## src/wcts_pkg.sv

```systemverilog
// Shared constants, modes and carrier types of the wake and CAN timeout status block.
package wcts_pkg;

  // ----------------------------------------------------------------------
  // Register map
  // ----------------------------------------------------------------------
  localparam int REG_W = 16;
  localparam int ADDR_W = 7;
  localparam logic [ADDR_W-1:0] ADDR_BUS_STATUS = 7'h43;
  localparam logic [ADDR_W-1:0] ADDR_WAKE_SOURCE_FLAGS = 7'h44;
  localparam logic [ADDR_W-1:0] ADDR_WAKE_INPUT_LEVELS = 7'h45;

  // ----------------------------------------------------------------------
  // Field positions
  // ----------------------------------------------------------------------
  localparam int BIT_CAN_TIMEOUT = 4;
  localparam int BIT_SWK_SELECTIVE_WAKE_SYSTEM_ERROR = 3;
  localparam int BIT_LIN_WAKE = 10;
  localparam int BIT_CAN_WAKE = 9;
  localparam int BIT_TIMER_TWO_WAKE = 8;
  localparam int BIT_TIMER_ONE_WAKE = 7;
  localparam int WAKE_INPUTS = 4;

  // ----------------------------------------------------------------------
  // Reset values and restart keep masks
  // ----------------------------------------------------------------------
  localparam logic [REG_W-1:0] WAKE_FLAGS_RESET = 16'h0000;
  localparam logic [REG_W-1:0] WAKE_FLAGS_RESTART_KEEP = 16'h0782;
  localparam logic [REG_W-1:0] WAKE_LEVELS_RESET = 16'h0000;
  localparam logic [REG_W-1:0] WAKE_LEVELS_RESTART_KEEP = 16'h0002;
  localparam logic [REG_W-1:0] WAKE_FLAGS_VALID = 16'h078f;
  localparam logic [REG_W-1:0] WAKE_LEVELS_VALID = 16'h000f;

  // ----------------------------------------------------------------------
  // Timing and counts
  // ----------------------------------------------------------------------
  localparam int CLK_FREQ_KHZ = 20000;
  localparam int INT_PULSE_US = 100;
  localparam int INT_PULSE_CYCLES = (INT_PULSE_US * CLK_FREQ_KHZ + 999) / 1000;
  localparam int SWK_ERR_LIMIT = 32;
  localparam int SWK_CNT_W = 6;

  // ----------------------------------------------------------------------
  // Types
  // ----------------------------------------------------------------------
  typedef enum logic [2:0] {
    MODE_NORMAL,
    MODE_STOP,
    MODE_INIT,
    MODE_RESTART,
    MODE_SLEEP,
    MODE_FAIL_SAFE
  } wcts_mode_t;

  typedef struct packed {
    logic lin;
    logic can;
    logic timer_two;
    logic timer_one;
    logic [WAKE_INPUTS-1:0] wk;
  } wcts_wake_evt_t;

  typedef struct packed {
    logic valid;
    logic clear;
    logic [ADDR_W-1:0] addr;
  } wcts_acc_req_t;

  typedef struct packed {
    logic ack;
    logic [REG_W-1:0] rdata;
  } wcts_acc_rsp_t;

endpackage

```

## src/wcts_top.sv

```systemverilog
// Wake source flags, wake input levels and CAN timeout / selective wake error status.
`timescale 1ns/10ps

module wcts_top #(
  parameter int INT_PULSE_CYCLES = wcts_pkg::INT_PULSE_CYCLES,
  parameter int SWK_ERR_LIMIT = wcts_pkg::SWK_ERR_LIMIT
) (
  input wire logic clk, // System clock, 20 MHz.
  input wire logic rst_n, // Power-on or soft reset, synchronous, active low.
  input wire logic restart_rst, // Restart reset, one-cycle pulse.
  input wire wcts_pkg::wcts_mode_t mode, // Current operating mode.
  input wire wcts_pkg::wcts_wake_evt_t wake_evt, // Wake event pulses.
  input wire logic [wcts_pkg::WAKE_INPUTS-1:0] wake_level_in, // Wake input pin levels.
  input wire logic [wcts_pkg::WAKE_INPUTS-1:0] wake_cyclic_mode, // Cyclic operation per input.
  input wire logic [wcts_pkg::WAKE_INPUTS-1:0] wake_sample_strobe, // Cyclic sampling instants.
  input wire logic selective_wake_enable_bit, // Selective wake enabled.
  input wire logic can_silent_indication, // CAN bus silence detected.
  input wire logic can_timeout_irq_mask, // 1 lets the timeout interrupt out.
  input wire logic swk_config_error, // Selective wake configuration error pulse.
  input wire logic swk_error_event, // Selective wake error counter increment pulse.
  input wire logic swk_error_count_clear, // Selective wake error counter reset pulse.
  input wire wcts_pkg::wcts_acc_req_t acc_req, // Register read or read-clear request.
  output wcts_pkg::wcts_acc_rsp_t acc_rsp, // Register answer.
  output logic interrupt_out_n, // Interrupt output, active low pulse.
  output logic can_timeout_flag, // CAN timeout flag.
  output logic selective_wake_system_error // Selective wake system error flag.
);

  // ----------------------------------------------------------------------
  // Declarations
  // ----------------------------------------------------------------------
  typedef enum logic [0:0] {
    INT_IDLE,
    INT_PULSE
  } wcts_int_state_t;

  localparam int INT_CNT_W = $clog2(INT_PULSE_CYCLES + 1);
  localparam logic [INT_CNT_W-1:0] INT_LOAD = INT_CNT_W'(INT_PULSE_CYCLES - 1);
  localparam logic [wcts_pkg::SWK_CNT_W-1:0] SWK_OVERFLOW = wcts_pkg::SWK_CNT_W'(SWK_ERR_LIMIT + 1);

  logic [wcts_pkg::REG_W-1:0] wake_flags_reg;
  logic [wcts_pkg::REG_W-1:0] wake_flags_next;
  logic can_timeout_reg;
  logic can_timeout_next;
  logic selective_wake_system_error_reg;
  logic selective_wake_system_error_next;
  logic clear_lock_reg;
  logic clear_lock_next;
  logic silent_prev_reg;
  logic [wcts_pkg::SWK_CNT_W-1:0] swk_cnt_reg;
  logic [wcts_pkg::SWK_CNT_W-1:0] swk_cnt_next;
  logic fail_safe_prev_reg;
  wcts_int_state_t int_state_reg;
  wcts_int_state_t int_state_next;
  logic [INT_CNT_W-1:0] int_cnt_reg;
  logic [INT_CNT_W-1:0] int_cnt_next;
  logic int_n_reg;
  logic int_n_next;
  wcts_pkg::wcts_acc_rsp_t rsp_reg;
  wcts_pkg::wcts_acc_rsp_t rsp_next;
  logic [wcts_pkg::WAKE_INPUTS-1:0] level_q;

  // ----------------------------------------------------------------------
  // Decoding
  // ----------------------------------------------------------------------
  wire sel_bus = acc_req.valid && (acc_req.addr == wcts_pkg::ADDR_BUS_STATUS);
  wire sel_flags = acc_req.valid && (acc_req.addr == wcts_pkg::ADDR_WAKE_SOURCE_FLAGS);
  wire sel_levels = acc_req.valid && (acc_req.addr == wcts_pkg::ADDR_WAKE_INPUT_LEVELS);
  wire clr_bus = sel_bus && acc_req.clear;
  wire clr_flags = sel_flags && acc_req.clear;
  wire swk_on = selective_wake_enable_bit;
  wire irq_mode = (mode == wcts_pkg::MODE_NORMAL) || (mode == wcts_pkg::MODE_STOP);
  wire track_en = (mode == wcts_pkg::MODE_NORMAL) || (mode == wcts_pkg::MODE_STOP) ||
                  (mode == wcts_pkg::MODE_INIT) || (mode == wcts_pkg::MODE_RESTART);
  wire fail_safe_entry = (mode == wcts_pkg::MODE_FAIL_SAFE) && !fail_safe_prev_reg;
  // Set only while selective wake is enabled.
  wire silent_rise = can_silent_indication && !silent_prev_reg;
  wire timeout_set = swk_on && silent_rise;
  // Interrupt only when unmasked in Stop or Normal.
  wire irq_fire = timeout_set && can_timeout_irq_mask && irq_mode;
  wire int_fall = (int_state_reg == INT_IDLE) && irq_fire;
  wire swk_overflow = (swk_cnt_reg >= SWK_OVERFLOW);

  // Places a bit at a given position of a register-wide word.
  function automatic logic [wcts_pkg::REG_W-1:0] bit_at(input logic v, input int pos);
    logic [wcts_pkg::REG_W-1:0] w;
    w = '0;
    w[pos] = v;
    return w;
  endfunction

  // Wake event bits at their documented positions.
  wire [wcts_pkg::REG_W-1:0] wake_set =
    bit_at(wake_evt.lin, wcts_pkg::BIT_LIN_WAKE) |
    bit_at(wake_evt.can, wcts_pkg::BIT_CAN_WAKE) |
    bit_at(wake_evt.timer_two, wcts_pkg::BIT_TIMER_TWO_WAKE) |
    bit_at(wake_evt.timer_one, wcts_pkg::BIT_TIMER_ONE_WAKE) |
    {{(wcts_pkg::REG_W - wcts_pkg::WAKE_INPUTS){1'b0}}, wake_evt.wk};

  // Timeout and error bits of the bus status word.
  wire [wcts_pkg::REG_W-1:0] bus_word =
    bit_at(can_timeout_reg, wcts_pkg::BIT_CAN_TIMEOUT) |
    bit_at(selective_wake_system_error_reg, wcts_pkg::BIT_SWK_SELECTIVE_WAKE_SYSTEM_ERROR);

  // Level bits, upper bits forced to zero.
  wire [wcts_pkg::REG_W-1:0] level_word =
    {{(wcts_pkg::REG_W - wcts_pkg::WAKE_INPUTS){1'b0}}, level_q} & wcts_pkg::WAKE_LEVELS_VALID;

  // ----------------------------------------------------------------------
  // Wake source flags
  // ----------------------------------------------------------------------
  // Sticky until cleared; a new event beats the clear.
  // Fail-safe entry clears the whole register.
  always_comb begin
    wake_flags_next = wake_flags_reg;
    if (fail_safe_entry) begin
      wake_flags_next = wcts_pkg::WAKE_FLAGS_RESET;
    end else if (clr_flags) begin
      wake_flags_next = wake_set & wcts_pkg::WAKE_FLAGS_VALID;
    end else begin
      wake_flags_next = (wake_flags_reg | wake_set) & wcts_pkg::WAKE_FLAGS_VALID;
    end
  end

  // ----------------------------------------------------------------------
  // CAN timeout flag and its clear lock
  // ----------------------------------------------------------------------
  // The lock is armed only for an unmasked timeout that finds a pulse already running, never for a masked one;
  // otherwise a masked timeout could never be cleared at all.
  always_comb begin
    can_timeout_next = can_timeout_reg;
    clear_lock_next = clear_lock_reg;
    // Clear ignored while the lock stands.
    if (clr_bus && !clear_lock_reg) begin
      can_timeout_next = 1'b0;
    end
    // Set on silence start, held after silence ends.
    if (timeout_set) begin
      can_timeout_next = 1'b1;
    end
    // Lock released by the interrupt falling edge.
    if (int_fall) begin
      clear_lock_next = 1'b0;
    end else if (timeout_set && !can_timeout_reg && irq_fire) begin
      clear_lock_next = 1'b1;
    end
  end

  // ----------------------------------------------------------------------
  // Selective wake system error
  // ----------------------------------------------------------------------
  always_comb begin
    selective_wake_system_error_next = selective_wake_system_error_reg;
    swk_cnt_next = swk_cnt_reg;
    if (swk_error_count_clear) begin
      swk_cnt_next = '0;
    end else if (swk_error_event && !swk_overflow) begin
      swk_cnt_next = swk_cnt_reg + 1'b1;
    end
    // Flag frozen while selective wake is off.
    if (swk_on) begin
      if (clr_bus) begin
        selective_wake_system_error_next = 1'b0;
      end
      // Config error or counter beyond the limit.
      if (swk_config_error || swk_overflow) begin
        selective_wake_system_error_next = 1'b1;
      end
    end
  end

  // ----------------------------------------------------------------------
  // Interrupt pulse generator
  // ----------------------------------------------------------------------
  always_comb begin
    int_state_next = int_state_reg;
    int_cnt_next = int_cnt_reg;
    int_n_next = int_n_reg;
    case (int_state_reg)
      INT_IDLE: begin
        int_n_next = 1'b1;
        // Pulse starts with the flag setting.
        if (irq_fire) begin
          int_state_next = INT_PULSE;
          int_cnt_next = INT_LOAD;
          int_n_next = 1'b0;
        end
      end
      INT_PULSE: begin
        if (int_cnt_reg == '0) begin
          int_state_next = INT_IDLE;
          int_n_next = 1'b1;
        end else begin
          int_cnt_next = int_cnt_reg - 1'b1;
        end
      end
      default: begin
        int_state_next = INT_IDLE;
        int_n_next = 1'b1;
      end
    endcase
  end

  // ----------------------------------------------------------------------
  // Register answers
  // ----------------------------------------------------------------------
  // Unmapped and reserved positions answer zero.
  always_comb begin
    rsp_next.ack = acc_req.valid;
    rsp_next.rdata = '0;
    if (sel_bus) begin
      rsp_next.rdata = bus_word;
    end else if (sel_flags) begin
      rsp_next.rdata = wake_flags_reg & wcts_pkg::WAKE_FLAGS_VALID;
    end else if (sel_levels) begin
      rsp_next.rdata = level_word;
    end
  end

  // ----------------------------------------------------------------------
  // State
  // ----------------------------------------------------------------------
  always_ff @(posedge clk) begin
    if (!rst_n) begin
      wake_flags_reg <= wcts_pkg::WAKE_FLAGS_RESET;
      can_timeout_reg <= 1'b0;
      selective_wake_system_error_reg <= 1'b0;
      clear_lock_reg <= 1'b0;
      swk_cnt_reg <= '0;
    end else if (restart_rst) begin
      wake_flags_reg <= wake_flags_reg & wcts_pkg::WAKE_FLAGS_RESTART_KEEP;
      clear_lock_reg <= 1'b0;
    end else begin
      wake_flags_reg <= wake_flags_next;
      can_timeout_reg <= can_timeout_next;
      selective_wake_system_error_reg <= selective_wake_system_error_next;
      clear_lock_reg <= clear_lock_next;
      swk_cnt_reg <= swk_cnt_next;
    end
  end

  always_ff @(posedge clk) begin
    if (!rst_n) begin
      silent_prev_reg <= 1'b0;
      fail_safe_prev_reg <= 1'b0;
      int_state_reg <= INT_IDLE;
      int_cnt_reg <= '0;
      int_n_reg <= 1'b1;
      rsp_reg <= '0;
    end else begin
      silent_prev_reg <= can_silent_indication;
      fail_safe_prev_reg <= (mode == wcts_pkg::MODE_FAIL_SAFE);
      int_state_reg <= int_state_next;
      int_cnt_reg <= int_cnt_next;
      int_n_reg <= int_n_next;
      rsp_reg <= rsp_next;
    end
  end

  // ----------------------------------------------------------------------
  // Level register
  // ----------------------------------------------------------------------
  wcts_level_sampler #(
    .N(wcts_pkg::WAKE_INPUTS)
  ) u_levels (
    .clk(clk),
    .rst_n(rst_n),
    .restart_rst(restart_rst),
    .track_en(track_en),
    .level_in(wake_level_in),
    .cyclic_mode(wake_cyclic_mode),
    .sample_strobe(wake_sample_strobe),
    .level_out(level_q)
  );

  assign acc_rsp = rsp_reg;
  assign interrupt_out_n = int_n_reg;
  assign can_timeout_flag = can_timeout_reg;
  assign selective_wake_system_error = selective_wake_system_error_reg;

endmodule

```

## src/wcts_level_sampler.sv

```systemverilog
// Wake input level tracker: live in active modes, sampled under cyclic operation.
`timescale 1ns/10ps

module wcts_level_sampler #(
  parameter int N = wcts_pkg::WAKE_INPUTS
) (
  input wire logic clk, // System clock.
  input wire logic rst_n, // Synchronous reset, active low.
  input wire logic restart_rst, // Restart reset pulse.
  input wire logic track_en, // Mode allows level updates.
  input wire logic [N-1:0] level_in, // Wake input levels.
  input wire logic [N-1:0] cyclic_mode, // Input in cyclic sense or wake.
  input wire logic [N-1:0] sample_strobe, // Cyclic sampling instant.
  output logic [N-1:0] level_out // Held or live level.
);

  logic [N-1:0] level_reg;
  logic [N-1:0] level_next;
  logic [N-1:0] keep_mask;

  assign keep_mask = wcts_pkg::WAKE_LEVELS_RESTART_KEEP[N-1:0];

  // Live tracking, sampled value under cyclic operation.
  always_comb begin
    level_next = level_reg;
    for (int i = 0; i < N; i++) begin
      if (cyclic_mode[i]) begin
        if (sample_strobe[i]) begin
          level_next[i] = level_in[i];
        end
      end else if (track_en) begin
        level_next[i] = level_in[i];
      end
    end
  end

  always_ff @(posedge clk) begin
    if (!rst_n) begin
      level_reg <= wcts_pkg::WAKE_LEVELS_RESET[N-1:0];
    end else if (restart_rst) begin
      level_reg <= level_reg & keep_mask;
    end else begin
      level_reg <= level_next;
    end
  end

  assign level_out = level_reg;

endmodule

```

## config.mk

```make
export PLATFORM = sky130hd
export DESIGN_NAME = wcts_top
export DESIGN_NICKNAME = d
export VERILOG_FILES = /design/src/wcts_pkg.sv /design/src/wcts_top.sv /design/src/wcts_level_sampler.sv
export SDC_FILE = /design/constraint.sdc
export NUM_CORES = 1
export LEC_CHECK = 0
export CORE_MARGIN = 2
export CORE_UTILIZATION = 50
export CTS_BUF_LIST = sky130_fd_sc_hd__clkbuf_16
export CTS_CLUSTER_DIAMETER = 40
export DETAILED_ROUTE_END_ITERATION = 6
export DONT_BUFFER_PORTS = 1
export PLACE_DENSITY = 0.61
export SYNTH_ARGS = -nofsm -noshare
export SYNTH_HDL_FRONTEND = slang
export SYNTH_SLANG_ARGS = --single-unit
```

## constraint.sdc

```tcl
create_clock -name clk -period 3 [get_ports clk]
set_input_delay 0.6 -clock clk [delete_from_list [all_inputs] [get_ports clk]]
set_output_delay 0.6 -clock clk [all_outputs]
set_load 0.01 [all_outputs]
```

==> metrics.yaml <==
power:
  vdd_drop_max_v: 0.0002680
  p_per_area_mw_per_mm2: 545.4
  internal_power_w: 0.0009923
  switching_share_pct: 23.87
  power_switching_w: 0.0003111
  seqPwrFrac_pct: 50.4
  combinationalPowerShare_pct: 9.2
  leakagePower_nw: 0.8940
  p_clk_share_pct: 40.4
sta:
  fin_crit_ns: 1.920
  hold_viol: 0
  post-route-period-util_pct: 63.98
  rsz0062_at_grt: "no"
  setup_viol: 0
  fin_ws_ns: 1.080
  tightest_slew_ns: 0.7026
  hold-worst-slack_ns: 0.3990
  tns_ns: 0
  slew_violations: 0
  fin_skew_ns: 0.006226
  slew_headroom_pct: 52.50
  fmax_mhz: 521.0
synth:
  synth_area_per_cell_um2: 8.917
  syn_area_mm2: 0.002256
  synth_cell_types: 54
  synth-edff-count: 0
  yosysSeqAreaShare_pct: 40.82
  ys_top_cells_by_area: "dfxtp_1 41%, nor2_1 4.2%, nand3_1 3.8%, mux2i_1 3.5%, nand4_1 3.1%"
  synth_top_area_cell: "dfxtp_1"
  synth-seq-cells: 46
  ys_warn_count: 0
  synthArstFlopShare_pct: 0
  postSynthCellCount: 253
  synthFlopType: "dfxtp_1"
  yosysTopAreaCellShare_pct: 40.82
cells_and_area:
  nFillCells: 411
  n_antenna_cell: 0
  largest_reg_flops: 11
  drive_above_1_share_pct: 6.800
  nNetsFinal: 295
  syn2layout_area_growth_pct: 5.934
worst_setup_path:
  crit_path_max_incr_delay_ns: 0.68
  cp.arrival_ns: 2.13
  end_kind: "flip-flop"
  cp_slowest_cell: "or4b_2"
  crit_family: "simple AND/OR/NAND/NOR gates"
  crit_type: "flip-flop to flip-flop"
  crit_path_cell_trace: "inv_1 > ha_1 > nor3b_1 > a21boi_0 > or4b_2 > a21oi_1"
  crit_path_max_fanout: 6
  start_kind: "flip-flop"
  cp.required_ns: 3.21
  cp_num_buf_inv: 1
global_routing:
  grtUsageTotal_pct: 18.33
  grt_max_degree: 27
  antenna_found_initial: 0
  grt-ovfl-total: 0
  grt_pass1_vias: 1566
  grt_pass1_wl_mm: 7.424
place:
  pre_cts_ws_ns: 0.8871
  port_buffers: 0
  dpl.hpwl_mm: 3.308
  place_congestion: 0.8305
worst_hold_path:
  holdCritPathClass: "input pin to flip-flop"
route:
  wire_per_inst_um: 14.91
  routed_wl_mm: 4.502
  drt-initial-drc-count: 48
  vias: 1763
  first_pass_iters: 4
  ant_nets: 0
  drc: 0
  viasPerCell: 5.838
floorplanning:
  die_w_um: 71.17
  rows: 24
  io_pins: 61
  fp.dieH_um: 71.17
  start_util_pct: 51.81
  die_area_mm2: 0.005065
  core_mm2: 0.004354
clock_tree:
  cts_setup_buffers: 0
  clk_pin_slew_ns: 0.06
  clock_latency_ns: 0.28
  clk_path_buf_depth: 2
  ctsHoldBuffers: 0
  htreeDepth: 2
  clkSinkCount: 46
  cts_tree: "done"
  numCtsBuffers: 5
  cts-resized-gates: 0
  clockRootBuffer: "clkbuf_16"
run:
  maxCapViolations: 0
outcome:
  outcome: "completed"
-- cell usage in the layout (no fill, tap or decap), drive strengths merged, types with 3 or more instances in the layout --
master,instances
a311oi,4
or2,3
o31a,3
clkbuf,5
mux2i,8
nand4,11
dfxtp,46
a211oi,4
nor2,25
o21ai,9
nor2b,5
nand2,10
nand3,17
o31ai,4
nand2b,6
and2,8
o21bai,3
inv,9
clkinv,3
or4,4
a21oi,9
conb,7
ha,5
nor3,9
-- cells in the mapped netlist (2+ instances only) --
library cell  count
a211oi_1          4
a21oi_1           9
a311oi_1          3
and2_1            8
buf_4             7
clkbuf_1          9
dfxtp_1          46
ha_1              5
inv_1             9
mux2i_1           8
nand2_1          10
nand2b_1          6
nand3_1          17
nand4_1          11
nor2_1           25
nor2b_1           5
nor3_1            9
nor3b_1           2
nor4b_1           2
o2111ai_1         2
o21ai_0           9
o21ba_2           2
o21bai_1          3
o311a_1           2
o311ai_0          2
o31a_1            3
o31ai_1           3
or2_2             2
or3_1             2
or4_1             3
xor2_1            2
-- path summary, 6_finish.rpt --
kind / start / endpoint / slack, ns / cells past startpoint
setup / recovery: swk_cnt_reg[0] / swk_cnt_reg[1] / 1.08 / 6
hold / removal: rst_n / interrupt_out_n / 0.40 / 1
setup reg to reg: swk_cnt_reg[0] / swk_cnt_reg[1] / 1.08 / 6
hold reg to reg: wake_flags_reg[10] / wake_flags_reg[10] / 0.49 / 2
-- per-layer routing --
layer  global-route usage [%]  up-vias  share of wire, %
met5                        0        -                 0
li1                         -      906                 -
met2                    27.67       51                45
met4                    5.660        0              0.64
met1                    25.09      804                49
met3                    5.698        2               5.9
-- kinds of logic (layout without fill, tap and decap cells) --
kind of cell | count (synthesis) | count (layout) | synth area share (%)
adders and majority gates | 5 | 5 | 2.773
DFF | 46 | 46 | 40.82
buffers and inverters | 27 | 18 | 6.045
muxes | 9 | 9 | 4.049
AOI/OAI and AO/OA | 50 | 50 | 17.19
and+or+nand+nor | 112 | 112 | 27.79
other | 1 | 7 | 0.1662
xor gates and xnor gates | 3 | 3 | 1.165
-- stage by stage --
stage | instance area, um^2 | power (W) | std cells | utilization [%]
floorplan | 2278 | 0.0007844 | 259 | -
global placement | 2248 | 0.0007890 | 294 | 51.64
detailed placement | 2248 | 0.0007903 | 294 | 51.64
CTS | 2390 | 0.001325 | 302 | 54.89
global route | 2390 | 0.001371 | 302 | 54.89
finish | 2390 | 0.001303 | 302 | 54.89
-- cell type report --
cell class | instances | area, um^2 | area share, %
clock buffer | 5 | 125.1 | 5.236
clock inverter | 3 | 16.27 | 0.6806
inverter | 9 | 33.78 | 1.414
multi-input combinational | 186 | 1221 | 51.10
tap | 52 | 65.06 | 2.723
sequential | 46 | 920.9 | 38.53
timing repair buffer | 1 | 7.507 | 0.3141
-- power groups by stage --
stage	clock network [W]	logic [W]	registers [W]
3_3_place_gp	0	0.000119	0.000670
5_1_grt	0.000575	0.000137	0.000659
3_5_place_dp	0	0.000121	0.000670
6_report	0.000526	0.000121	0.000656
4_1_cts	0.000547	0.000121	0.000656
2_1_floorplan	0	0.000121	0.000664
Power figures use the tool's default switching activity.
